$ cat src/verilog/asr_defines.svh
// Timing and geometry constants for the async SRAM host controller
`ifndef ASR_DEFINES_SVH
`define ASR_DEFINES_SVH

// ==========================================================
// Geometry
`define ASR_ADDR_W 19
`define ASR_DATA_W 8

// ==========================================================
// Times in their own units
`define ASR_CLK_PERIOD_NS 10
`define ASR_POWER_ON_WAIT_US 100
`define ASR_ADDR_ACCESS_NS 10
`define ASR_SELECT_ACCESS_NS 10
`define ASR_OUTEN_ACCESS_NS 5
`define ASR_ADDR_CHANGE_HOLD_NS 3
`define ASR_DESELECT_PD_NS 10
`define ASR_WRITE_DATA_SETUP_NS 6
`define ASR_WRITE_DATA_HOLD_NS 0
`define ASR_STROBE_BUS_RELEASE_NS 5

// ==========================================================
// Cycle counts: access times round up, at least one cycle; the power-on count truncates
`define ASR_CEIL_CYC(ns) \
   ((((ns) + `ASR_CLK_PERIOD_NS - 1) / `ASR_CLK_PERIOD_NS) < 1 ? 1 : \
    (((ns) + `ASR_CLK_PERIOD_NS - 1) / `ASR_CLK_PERIOD_NS))
`define ASR_POWER_ON_CYC \
   ((`ASR_POWER_ON_WAIT_US * 1000) / `ASR_CLK_PERIOD_NS)
`define ASR_READ_CYC `ASR_CEIL_CYC(`ASR_SELECT_ACCESS_NS)
`define ASR_WRITE_CYC \
   `ASR_CEIL_CYC(`ASR_STROBE_BUS_RELEASE_NS + `ASR_WRITE_DATA_SETUP_NS)
`define ASR_DESELECT_CYC `ASR_CEIL_CYC(`ASR_DESELECT_PD_NS)

`endif

$ cat src/verilog/asr_pkg.sv
// Types shared by the async SRAM host controller
package asr_pkg;
   typedef enum logic [2:0] {
      ASR_ST_POWER,
      ASR_ST_IDLE,
      ASR_ST_READ,
      ASR_ST_WRITE,
      ASR_ST_RECOVER
   } asr_state_t;
endpackage

$ cat src/verilog/asr_cnt_if.sv
// Carrier between the controller and its phase timer
`timescale 1ns/1ps
interface asr_cnt_if #(parameter int CW = 14);
   logic load;
   logic [CW-1:0] value;
   logic done;
   modport ctl (output load, output value, input done);
   modport tmr (input load, input value, output done);
endinterface

$ cat src/verilog/asr_timer.sv
// Down counter that times each bus phase of the controller
`timescale 1ns/1ps
module asr_timer #(
   parameter int CW = 14
) (
   // Clock and reset
   input wire logic core_clk,
   input wire logic sys_rst,
   // Control from the sequencer
   asr_cnt_if.tmr cnt
);
   logic [CW-1:0] cnt_reg;
   logic done_reg;
   wire cnt_zero = (cnt_reg == '0);

   always_ff @(posedge core_clk) begin
      if (sys_rst) begin
         cnt_reg <= '0;
         done_reg <= 1'b0;
      end else if (cnt.load) begin
         cnt_reg <= cnt.value;
         done_reg <= 1'b0;
      end else begin
         cnt_reg <= cnt_zero ? cnt_reg : cnt_reg - 1'b1;
         done_reg <= (cnt_reg == {{(CW-1){1'b0}}, 1'b1});
      end
   end
   assign cnt.done = done_reg;
endmodule

$ cat src/verilog/asr_host.sv
// Host-side controller for a 512K x 8 asynchronous static memory
`timescale 1ns/1ps
`include "asr_defines.svh"
module asr_host #(
   parameter int ADDR_W = `ASR_ADDR_W,
   parameter int DATA_W = `ASR_DATA_W,
   parameter int POWER_ON_CYC = `ASR_POWER_ON_CYC
) (
   // Clock and reset
   input wire logic core_clk,
   input wire logic sys_rst,
   // User request
   input wire logic req_valid,
   input wire logic req_write,
   input wire logic [ADDR_W-1:0] req_addr,
   input wire logic [DATA_W-1:0] req_wdata,
   output logic req_ready,
   // User answer
   output logic rsp_valid,
   output logic [DATA_W-1:0] rsp_rdata,
   // Memory pins
   output logic [ADDR_W-1:0] addr_lines,
   output logic select_n,
   output logic outen_n,
   output logic strobe_n,
   input wire logic [DATA_W-1:0] data_lines_i,
   output logic [DATA_W-1:0] data_lines_o,
   output logic data_lines_oe
);
   import asr_pkg::*;

   localparam int CW = 14;
   localparam int READ_CYC = `ASR_READ_CYC;
   localparam int WRITE_CYC = `ASR_WRITE_CYC;
   localparam int DESEL_CYC = `ASR_DESELECT_CYC;

   // ==========================================================
   // Parameter checks
   if (ADDR_W != 19 || DATA_W != 8) begin : g_bad_geometry
      $error("memory geometry must be 19 x 8");
   end
   if (POWER_ON_CYC < 1 || POWER_ON_CYC >= (1 << CW)) begin : g_bad_power
      $error("power-on count out of counter range");
   end

   // ==========================================================
   // State
   asr_state_t state_reg, state_next;
   asr_cnt_if #(.CW(CW)) cnt ();

   asr_timer #(.CW(CW)) u_timer (
      .core_clk(core_clk),
      .sys_rst(sys_rst),
      .cnt(cnt)
   );

   logic phase_started;
   wire take_req = (state_reg == ASR_ST_IDLE) && req_valid;
   wire phase_done = cnt.done;
   wire enter_recover = (state_reg == ASR_ST_READ ||
                         state_reg == ASR_ST_WRITE) && phase_done;
   wire in_read = (state_reg == ASR_ST_READ);
   wire power_load = (state_reg == ASR_ST_POWER) && !phase_started;

   always_ff @(posedge core_clk) begin
      if (sys_rst)
         phase_started <= 1'b0;
      else
         phase_started <= 1'b1;
   end

   // ==========================================================
   // Phase timer loads
   assign cnt.load = power_load || take_req || enter_recover;
   assign cnt.value = power_load ? CW'(POWER_ON_CYC) :
                      (take_req && req_write) ? CW'(WRITE_CYC) :
                      take_req ? CW'(READ_CYC) :
                      CW'(DESEL_CYC);

   always_comb begin
      state_next = state_reg;
      case (state_reg)
         ASR_ST_POWER: begin
            if (phase_started && phase_done)
               state_next = ASR_ST_IDLE;
         end
         ASR_ST_IDLE: begin
            if (req_valid)
               state_next = req_write ? ASR_ST_WRITE : ASR_ST_READ;
         end
         ASR_ST_READ: begin
            if (phase_done)
               state_next = ASR_ST_RECOVER;
         end
         ASR_ST_WRITE: begin
            if (phase_done)
               state_next = ASR_ST_RECOVER;
         end
         ASR_ST_RECOVER: begin
            if (phase_done)
               state_next = ASR_ST_IDLE;
         end
         default: state_next = ASR_ST_IDLE;
      endcase
   end

   always_ff @(posedge core_clk) begin
      if (sys_rst)
         state_reg <= ASR_ST_POWER;
      else
         state_reg <= state_next;
   end

   // ==========================================================
   // Pin drive, all from flip-flops
   // Select and strobe rise together, so the data is held one more
   // cycle past the end: hold of zero is met with margin.
   always_ff @(posedge core_clk) begin
      if (sys_rst) begin
         addr_lines <= '0;
         select_n <= 1'b1;
         outen_n <= 1'b1;
         strobe_n <= 1'b1;
         data_lines_o <= '0;
         data_lines_oe <= 1'b0;
      end else if (take_req) begin
         addr_lines <= req_addr;
         select_n <= 1'b0;
         strobe_n <= !req_write;
         outen_n <= req_write;
         data_lines_o <= req_wdata;
         data_lines_oe <= req_write;
      end else if (enter_recover) begin
         select_n <= 1'b1;
         strobe_n <= 1'b1;
         outen_n <= 1'b1;
      end else if (state_reg == ASR_ST_RECOVER) begin
         data_lines_oe <= 1'b0;
      end
   end

   // ==========================================================
   // Request and answer
   always_ff @(posedge core_clk) begin
      if (sys_rst) begin
         req_ready <= 1'b0;
         rsp_valid <= 1'b0;
         rsp_rdata <= '0;
      end else begin
         req_ready <= (state_next == ASR_ST_IDLE);
         rsp_valid <= enter_recover;
         if (in_read && phase_done)
            rsp_rdata <= data_lines_i;
      end
   end

   // ==========================================================
   // Checks
   // Counts from reset on its own, so the wait check does not lean on
   // the phase timer that it guards
   logic [CW-1:0] since_rst_reg;
   always_ff @(posedge core_clk) begin
      if (sys_rst)
         since_rst_reg <= '0;
      else if (since_rst_reg != CW'(POWER_ON_CYC))
         since_rst_reg <= since_rst_reg + 1'b1;
   end

   write_overlap_a: assert property (
      @(posedge core_clk) disable iff (sys_rst)
      $fell(strobe_n) |-> !select_n [*2])
      else $error("strobe low without select for the write time");
   no_clash_a: assert property (
      @(posedge core_clk) disable iff (sys_rst)
      data_lines_oe |-> outen_n)
      else $error("data driven while memory outputs enabled");
   write_end_a: assert property (
      @(posedge core_clk) disable iff (sys_rst)
      $rose(strobe_n) |-> $rose(select_n) && data_lines_oe)
      else $error("write ended without data held");
   power_wait_a: assert property (
      @(posedge core_clk) disable iff (sys_rst)
      $fell(select_n) |-> since_rst_reg == CW'(POWER_ON_CYC))
      else $error("access before power-on wait");
   read_shape_a: assert property (
      @(posedge core_clk) disable iff (sys_rst)
      $fell(outen_n) |-> strobe_n && !select_n [*2])
      else $error("read controls malformed");
   write_len_a: assert property (
      @(posedge core_clk) disable iff (sys_rst)
      $fell(strobe_n) |=> !strobe_n [*2] ##1 $rose(strobe_n))
      else $error("write length wrong");
   deselect_a: assert property (
      @(posedge core_clk) disable iff (sys_rst)
      $rose(select_n) |=> select_n && !req_ready)
      else $error("reselected inside standby time");
   read_answer_a: assert property (
      @(posedge core_clk) disable iff (sys_rst)
      $fell(outen_n) |-> ##2 rsp_valid)
      else $error("read answer late");
   idle_release_a: assert property (
      @(posedge core_clk) disable iff (sys_rst)
      req_ready |-> select_n && strobe_n && !data_lines_oe)
      else $error("bus not released while idle");
   write_outen_a: assert property (
      @(posedge core_clk) disable iff (sys_rst)
      !strobe_n |-> outen_n)
      else $error("memory outputs enabled during a write");
endmodule

$ cat config.mk
export PLATFORM = sky130hd
export DESIGN_NAME = asr_host
export DESIGN_NICKNAME = d
export VERILOG_FILES = /design/src/verilog/asr_pkg.sv /design/src/verilog/asr_cnt_if.sv /design/src/verilog/asr_timer.sv /design/src/verilog/asr_host.sv
export VERILOG_INCLUDE_DIRS = /design/src /design/src/verilog
export SDC_FILE = /design/constraint.sdc
export NUM_CORES = 1
export LEC_CHECK = 0
export BUFFER_PORTS_ARGS = -buffer_cell sky130_fd_sc_hd__buf_2
export CORE_MARGIN = 1.5
export CORE_UTILIZATION = 35
export CTS_CLUSTER_DIAMETER = 100
export CTS_CLUSTER_SIZE = 8
export DETAILED_ROUTE_END_ITERATION = 16
export GPL_TIMING_DRIVEN = 0
export PLACE_DENSITY_LB_ADDON = 0.15
export SETUP_SLACK_MARGIN = 0.02
export SLEW_MARGIN = 20
export SYNTH_ARGS = -nofsm -noshare
export SYNTH_HDL_FRONTEND = slang
export SYNTH_HIERARCHICAL = 1
export SYNTH_SLANG_ARGS = --single-unit
$ cat constraint.sdc
create_clock -name core_clk -period 2 [get_ports core_clk]
set_input_delay 0.1 -clock core_clk [delete_from_list [all_inputs] [get_ports core_clk]]
set_output_delay 0.1 -clock core_clk [all_outputs]
set_load 0.005 [all_outputs]
==> results_dict.tcl, run 1 <==
set metrics [dict create \
    reg2reg_to "u_timer/cnt_reg[1]" \
    period_share 0.959 \
    slew_violations 0 \
    vias_per_cell 4.63 \
    path_max_fanout 8 \
    diodes 0 \
    postRouteWirelength_mm 6.51 \
    clock.fmax_mhz 522 \
    cpLargestDelayFamily "simple AND/OR/NAND/NOR gates" \
    fin_hold_ws_ns 0.0118 \
    ys_warn_count 6 \
    finalSetupViolCount 0 \
    fill_cells 684 \
    syn-cell-area_sq_mm 0.00255 \
    hp-class "in -> reg" \
    die_y_um 88.4 \
    cts_max_path_buffers 2 \
    grt_overflow 0 \
    cp_slowest_stage_delay_ns 0.54 \
    p_seq_frac 0.437 \
    swShare 0.238 \
    max_cap_violations 0 \
    rr_worst_depth 6 \
    die_area_sq_mm 0.00782 \
    largest_reg_flops 19 \
    async_reset_ff_frac 0 \
    peakVddDrop_uv 375 \
    cp_slowest_cell "or4_1" \
    hold_start "req_wdata[0]" \
    first_global_vias 2160 \
    cts_tree "built" \
    gp_congestion 0.767 \
    syn_inst 302 \
    grt_util_all_layers 0.168 \
    drc 0 \
    start_util 0.370 \
    hold_depth 3 \
    avgSynthCellArea_sq_um 8.46 \
    use_met1 0.216 \
    die_w_um 88.4 \
    final_core_util 0.533 \
    std_cell_rows 30 \
    fin_skew_ns 0.00552 \
    p_leak_nw 1.57 \
    internal_power_w 0.00224 \
    r2r_slack_ns 0.08 \
    synth_ff_type "dfxtp_1" \
    areaGrowthSynthToFinish_pct 44.2 \
    powerDensity_mw_per_mm2 799 \
    top_usage_layer "met2" \
    numClockSinks 60 \
    required_ns 2.25 \
    status "complete, no violations" \
    rsz0062_at_grt "true" \
    pin_count 80 \
    holdPathEnd "data_lines_o[0]" \
    met3_usage 0.0401 \
    cts_buffers 9 \
    synth_edf_count 0 \
    cp_common_cell "buf_6" \
    critPathCaptureType "flop" \
    wl_per_cell_um 12.3 \
    grt_start_max_net_pins 11 \
    crit_path_start_kind "flop" \
    cts_root_buffer "clkbuf_8" \
    dp_slack_ns -0.564 \
    cts.clk_slew.worst_paths_ns 0.07 \
    first_pass_iters 6 \
    drive_above_1_share 0.313 \
    antenna_found_initial 0 \
    ant_nets 0 \
    worst-setup-path-type "reg -> reg" \
    synth_cell_types 46 \
    seq_area_sq_mm 0.00120 \
    clk_latency_ns 0.33 \
    drt_iter0_drc 63 \
    timing.rr.start "u_timer/cnt_reg[4]" \
    fin_ws_ns 0.0830 \
    fin_tns_setup_ns 0 \
    yosys_register_bits 60 \
    grt_pass1_wl_mm 10.0 \
    p_switching_w 0.000699 \
    vias 2445 \
    grt_use_met2 0.268 \
    clockPowerShare 0.428 \
    path_buf_inv 2 \
    cts_max_level 3 \
    period_minus_slack_ns 1.92 \
    final_nets 469 \
    hold_viol_final 0 \
    worstPathCellList "or4_1 -> buf_6 -> and4b_1 -> buf_6 -> mux2_1 -> o22ai_1" \
    fin_cells 528 \
    ys_seq_area_frac 0.470 \
    design.core.area_sq_mm 0.00691 \
    portBuffers 78 \
    multi_input_area_sq_mm 0.00128 \
    dp.cells 482 \
    crit_arrival_ns 2.17 \
    hpwl_mm 4.43 \
    combPwrFrac 0.135 \
]
==> cell usage after synthesis (all sizes together), types with 6 or more instances <==
cell    count  area [sq um]
inv         6          22.5
nor4        6          50.0
nor2       11          51.3
nor3        6          30.0
nand2      76           285
clkbuf     10          41.3
dfxtp      60          1200
o21ai      15          75.1
a21oi      43           215
xnor2       8          70.1
nand2b      6          52.6
buf        11          95.1
==> metal layers <==
layer	part of all wire	up-vias
li1	-	1270
met1	0.48	1112
met2	0.46	57
met3	0.046	6
met4	0.011	0
met5	0	-
==> tightest hold or removal path: cells and delay by family <==
kind	cells	cell delay, ns
buffers and inverters	1	0.09
AND/OR/NAND/NOR	1	0.05
AO/OA/AOI/OAI	1	0.05
==> power groups by stage <==
stage,Clock [W],Combinational (W),Sequential [W]
finish,0.00126,0.000397,0.00128
global route,0.00135,0.000442,0.00129
CTS,0.00130,0.000374,0.00128
detailed placement,0,0.000331,0.00130
global placement,0,0.000328,0.00130
floorplan,0,0.000243,0.00130
==> worst max path at each step <==
| stage | startpoint | end | depth (start not counted) |
|---|---|---|---|
| 6_report | u_timer/cnt_reg[4] | u_timer/cnt_reg[1] | 6 |
| 5_1_grt | u_timer/cnt_reg[4] | u_timer/cnt_reg[1] | 6 |
| 4_1_cts | u_timer/cnt_reg[4] | u_timer/cnt_reg[1] | 6 |
| 3_5_place_dp | state_reg[0] | u_timer/cnt_reg[3] | 6 |
| 3_3_place_gp | state_reg[0] | u_timer/cnt_reg[10] | 6 |
| 2_1_floorplan | state_reg[0] | u_timer/cnt_reg[11] | 8 |
==> layout make-up <==
| class | count | share of cell area |
|---|---|---|
| clock buffers | 12 | 0.0449 |
| repair buffers | 109 | 0.183 |
| clock inverters | 3 | 0.0187 |
| well taps | 96 | 0.0326 |
| multi-input cells | 221 | 0.348 |
| plain buffers | 21 | 0.0404 |
| flip-flops and latches | 60 | 0.327 |
| inverters | 6 | 0.00612 |
==> stage by stage <==
step / power, W / cell area (sq um)
final: 0.00294 / 3680
after global routing: 0.00308 / 3680
after CTS: 0.00295 / 3580
after detailed placement: 0.00164 / 3090
after global placement: 0.00163 / 3090
after floorplan: 0.00154 / 2580
==> logic make-up after synthesis <==
group | after synthesis | share of synthesized area
simple gates | 124 | 0.239
compound gates | 76 | 0.175
flops | 60 | 0.470
buf+inv | 27 | 0.0622
xor+xnor | 11 | 0.0377
fa+ha+maj | 2 | 0.00980
other cells | 1 | 0.00147
mux | 1 | 0.00441
==> what timing repair did <==
| action | in CTS | in global routing |
|---|---|---|
| gates cloned | 0 | 0 |
| gates resized for setup | 9 | 10 |
| hold buffers | 20 | 0 |
| setup buffers | 2 | 9 |
| hold endpoints to repair | 20 | 0 |
| pin swaps | 1 | 2 |
| endpoints found under the setup margin | 15 | 10 |
==> cells in the final DEF, fill, tap and decap left out, types with 2 or more instances in the layout <==
cell and count:
bufinv_16 2, nor4_2 2, nand2_1 76, xnor2_1 8, dlygate4sd3_1 20, o21ai_0 10
or4_1 4, a2bb2oi_1 2, or2_4 3, nor2_1 9, nor4_1 2, o211a_1 4
nor3_1 6, clkbuf_8 12, a21oi_1 43, nand2b_1 4, ha_1 2, buf_4 12
o21ai_1 5, buf_2 80, dfxtp_1 59, conb_1 7, xor2_1 3, nor4_4 2
nand2b_4 2, or3b_2 2, clkbuf_1 9, or3_1 3, buf_6 8, o22ai_1 4
inv_1 6
(Power assumes the default switching activity.)
==> inputs of run 2 (changes only) <==
--- a/config.mk
+++ b/config.mk
@@ -7,13 +7,14 @@
 export NUM_CORES = 1
 export LEC_CHECK = 0
 export BUFFER_PORTS_ARGS = -buffer_cell sky130_fd_sc_hd__buf_2
-export CORE_MARGIN = 1.5
+export CORE_MARGIN = 2
 export CORE_UTILIZATION = 35
 export CTS_CLUSTER_DIAMETER = 100
 export CTS_CLUSTER_SIZE = 8
 export DETAILED_ROUTE_END_ITERATION = 16
 export GPL_TIMING_DRIVEN = 0
-export PLACE_DENSITY_LB_ADDON = 0.15
+export PLACE_DENSITY = 0.61
+export REMOVE_ABC_BUFFERS = 1
 export SETUP_SLACK_MARGIN = 0.02
 export SLEW_MARGIN = 20
 export SYNTH_ARGS = -nofsm -noshare
==> results_dict.tcl, run 2 (synthesis gave the netlist of run 1 again) <==
set metrics [dict create \
    status "complete, no violations" \
    drc 0 \
    design.core.area_sq_mm 0.00718 \
    vias 2345 \
    drt_iter0_drc 97 \
    maxSlewHeadroom 0.353 \
    cp_common_cell "or2_2" \
    die_area_sq_mm 0.00800 \
    first_global_vias 2047 \
    numClockSinks 60 \
    fin_skew_ns 0.00503 \
    vias_per_cell 4.73 \
    areaGrowthSynthToFinish_pct 32.3 \
    largest_reg_flops 19 \
    postRouteWirelength_mm 5.93 \
    hold_viol_final 0 \
    hold_start "req_wdata[5]" \
    final_core_util 0.471 \
    cp_slowest_stage_delay_ns 0.42 \
    multi_input_area_sq_mm 0.00129 \
    worst-setup-path-type "reg -> reg" \
    grt_pass1_wl_mm 9.25 \
    cts_buffers 9 \
    hp-class "in -> reg" \
    grt_start_max_net_pins 52 \
    final_nets 435 \
    clockPowerShare 0.390 \
    finalSetupViolCount 0 \
    fill_cells 677 \
    worstPathCellList "nand4bb_4 -> nand2_1 -> or2_4 -> or2_2 -> or2_2 -> o21ai_0" \
    ant_nets 0 \
    max_cap_violations 0 \
    antenna_found_initial 0 \
    final_cell_mix "buf_2 (79), nand2_1 (76), dfxtp_1 (57)" \
    crit_start "state_reg[1]" \
    pin_count 80 \
    start_util 0.356 \
    peakVddDrop_uv 303 \
    p_switching_w 0.000649 \
    cts_max_path_buffers 2 \
    critPathCaptureType "flop" \
    internal_power_w 0.00204 \
    crit_path_start_kind "flop" \
    powerDensity_mw_per_mm2 795 \
    hold_depth 3 \
    clock.fmax_mhz 525 \
    hpwl_mm 3.68 \
    die_w_um 89.4 \
    drive_above_1_share 0.315 \
    period_share 0.953 \
    timing.rr.start "state_reg[1]" \
    p_seq_frac 0.477 \
    seq_area_sq_mm 0.00121 \
    worst_pin_slew_ns 0.971 \
    required_ns 2.24 \
    wl_per_cell_um 12.0 \
    std_cell_rows 31 \
    rsz0062_at_grt "false" \
    diodes 0 \
    grt_util_all_layers 0.150 \
    cts_root_buffer "clkbuf_8" \
    path_max_fanout 11 \
    rr_worst_depth 6 \
    portBuffers 79 \
    swShare 0.242 \
    p_leak_nw 1.42 \
    clk_latency_ns 0.32 \
    cp_slowest_cell "dfxtp_4" \
    crit_arrival_ns 2.15 \
    period_minus_slack_ns 1.91 \
    cts.clk_slew.worst_paths_ns 0.06 \
    cts_tree "built" \
    slew_violations 0 \
    cts_max_level 3 \
    final_common_cell "buf_2" \
    grt_overflow 0 \
    die_y_um 89.4 \
    first_pass_iters 7 \
    finalPower_w 0.00269 \
    gp_congestion 0.770 \
    combPwrFrac 0.133 \
]
==> run 2: power by group through the flow <==
stage | clock network (W) | registers, W | logic [W]
2_1_floorplan | 0 | 0.00130 | 0.000214
3_3_place_gp | 0 | 0.00131 | 0.000306
3_5_place_dp | 0 | 0.00131 | 0.000311
4_1_cts | 0.00107 | 0.00128 | 0.000341
5_1_grt | 0.00113 | 0.00129 | 0.000397
6_report | 0.00105 | 0.00128 | 0.000358
==> run 2: critical path: cells and delay by family (launching register included) <==
kind	cells	cell delay (ns)
compound gates	1	0.18
simple gates	5	1.24
flops	1	0.42
==> run 2: per-layer routing <==
| metal | wire length [um] | GRT usage | vias to the layer above |
|---|---|---|---|
| li1 | - | - | 1216 |
| met1 | 2790 | 0.184 | 1065 |
| met2 | 2740 | 0.243 | 58 |
| met3 | 331 | 0.0480 | 6 |
| met4 | 72 | 0.0597 | 0 |
| met5 | 0 | 0 | - |
==> run 2: final cells by class <==
| type | count | area share |
|---|---|---|
| well taps | 99 | 0.0367 |
| inverters | 6 | 0.00667 |
| flip-flops and latches | 60 | 0.359 |
| clock inverters | 2 | 0.0104 |
| repair buffers | 95 | 0.159 |
| clock buffers | 12 | 0.0459 |
| multi-input cells | 222 | 0.383 |
==> run 2: final timing paths <==
| check | slack, ns | end |
|---|---|---|
| hold / removal | 0.02 | data_lines_o[5] |
| setup / recovery | 0.09 | u_timer/cnt_reg[11] |
| hold reg to reg | 0.45 | addr_lines[15] |
| setup reg to reg | 0.09 | u_timer/cnt_reg[11] |
==> run 2: stage by stage <==
stage                     area, sq um  hold slack [ns]  cells  setup slack (ns)  setup TNS (ns)
final                            3380           0.0168    496            0.0943               0
after CTS                        3330         0.000896    490            0.0220               0
after global placement           2960            0.341    465             -1.45          -30.77
after floorplan                  2440            0.169    287            -0.513           -5.85
after global routing             3380          0.00718    496            0.0212               0
after detailed placement         2970            0.346    465             -1.00          -11.71
==> run 2: repair_timing <==
item                                    4_1_cts  5_1_grt
endpoints found under the setup margin       44       10
cloned                                        1        0
hold buffers                                  8        0
resized for setup                            14        3
setup buffers                                 2        6
pin swaps                                     1        2
hold endpoints to repair                      8        0
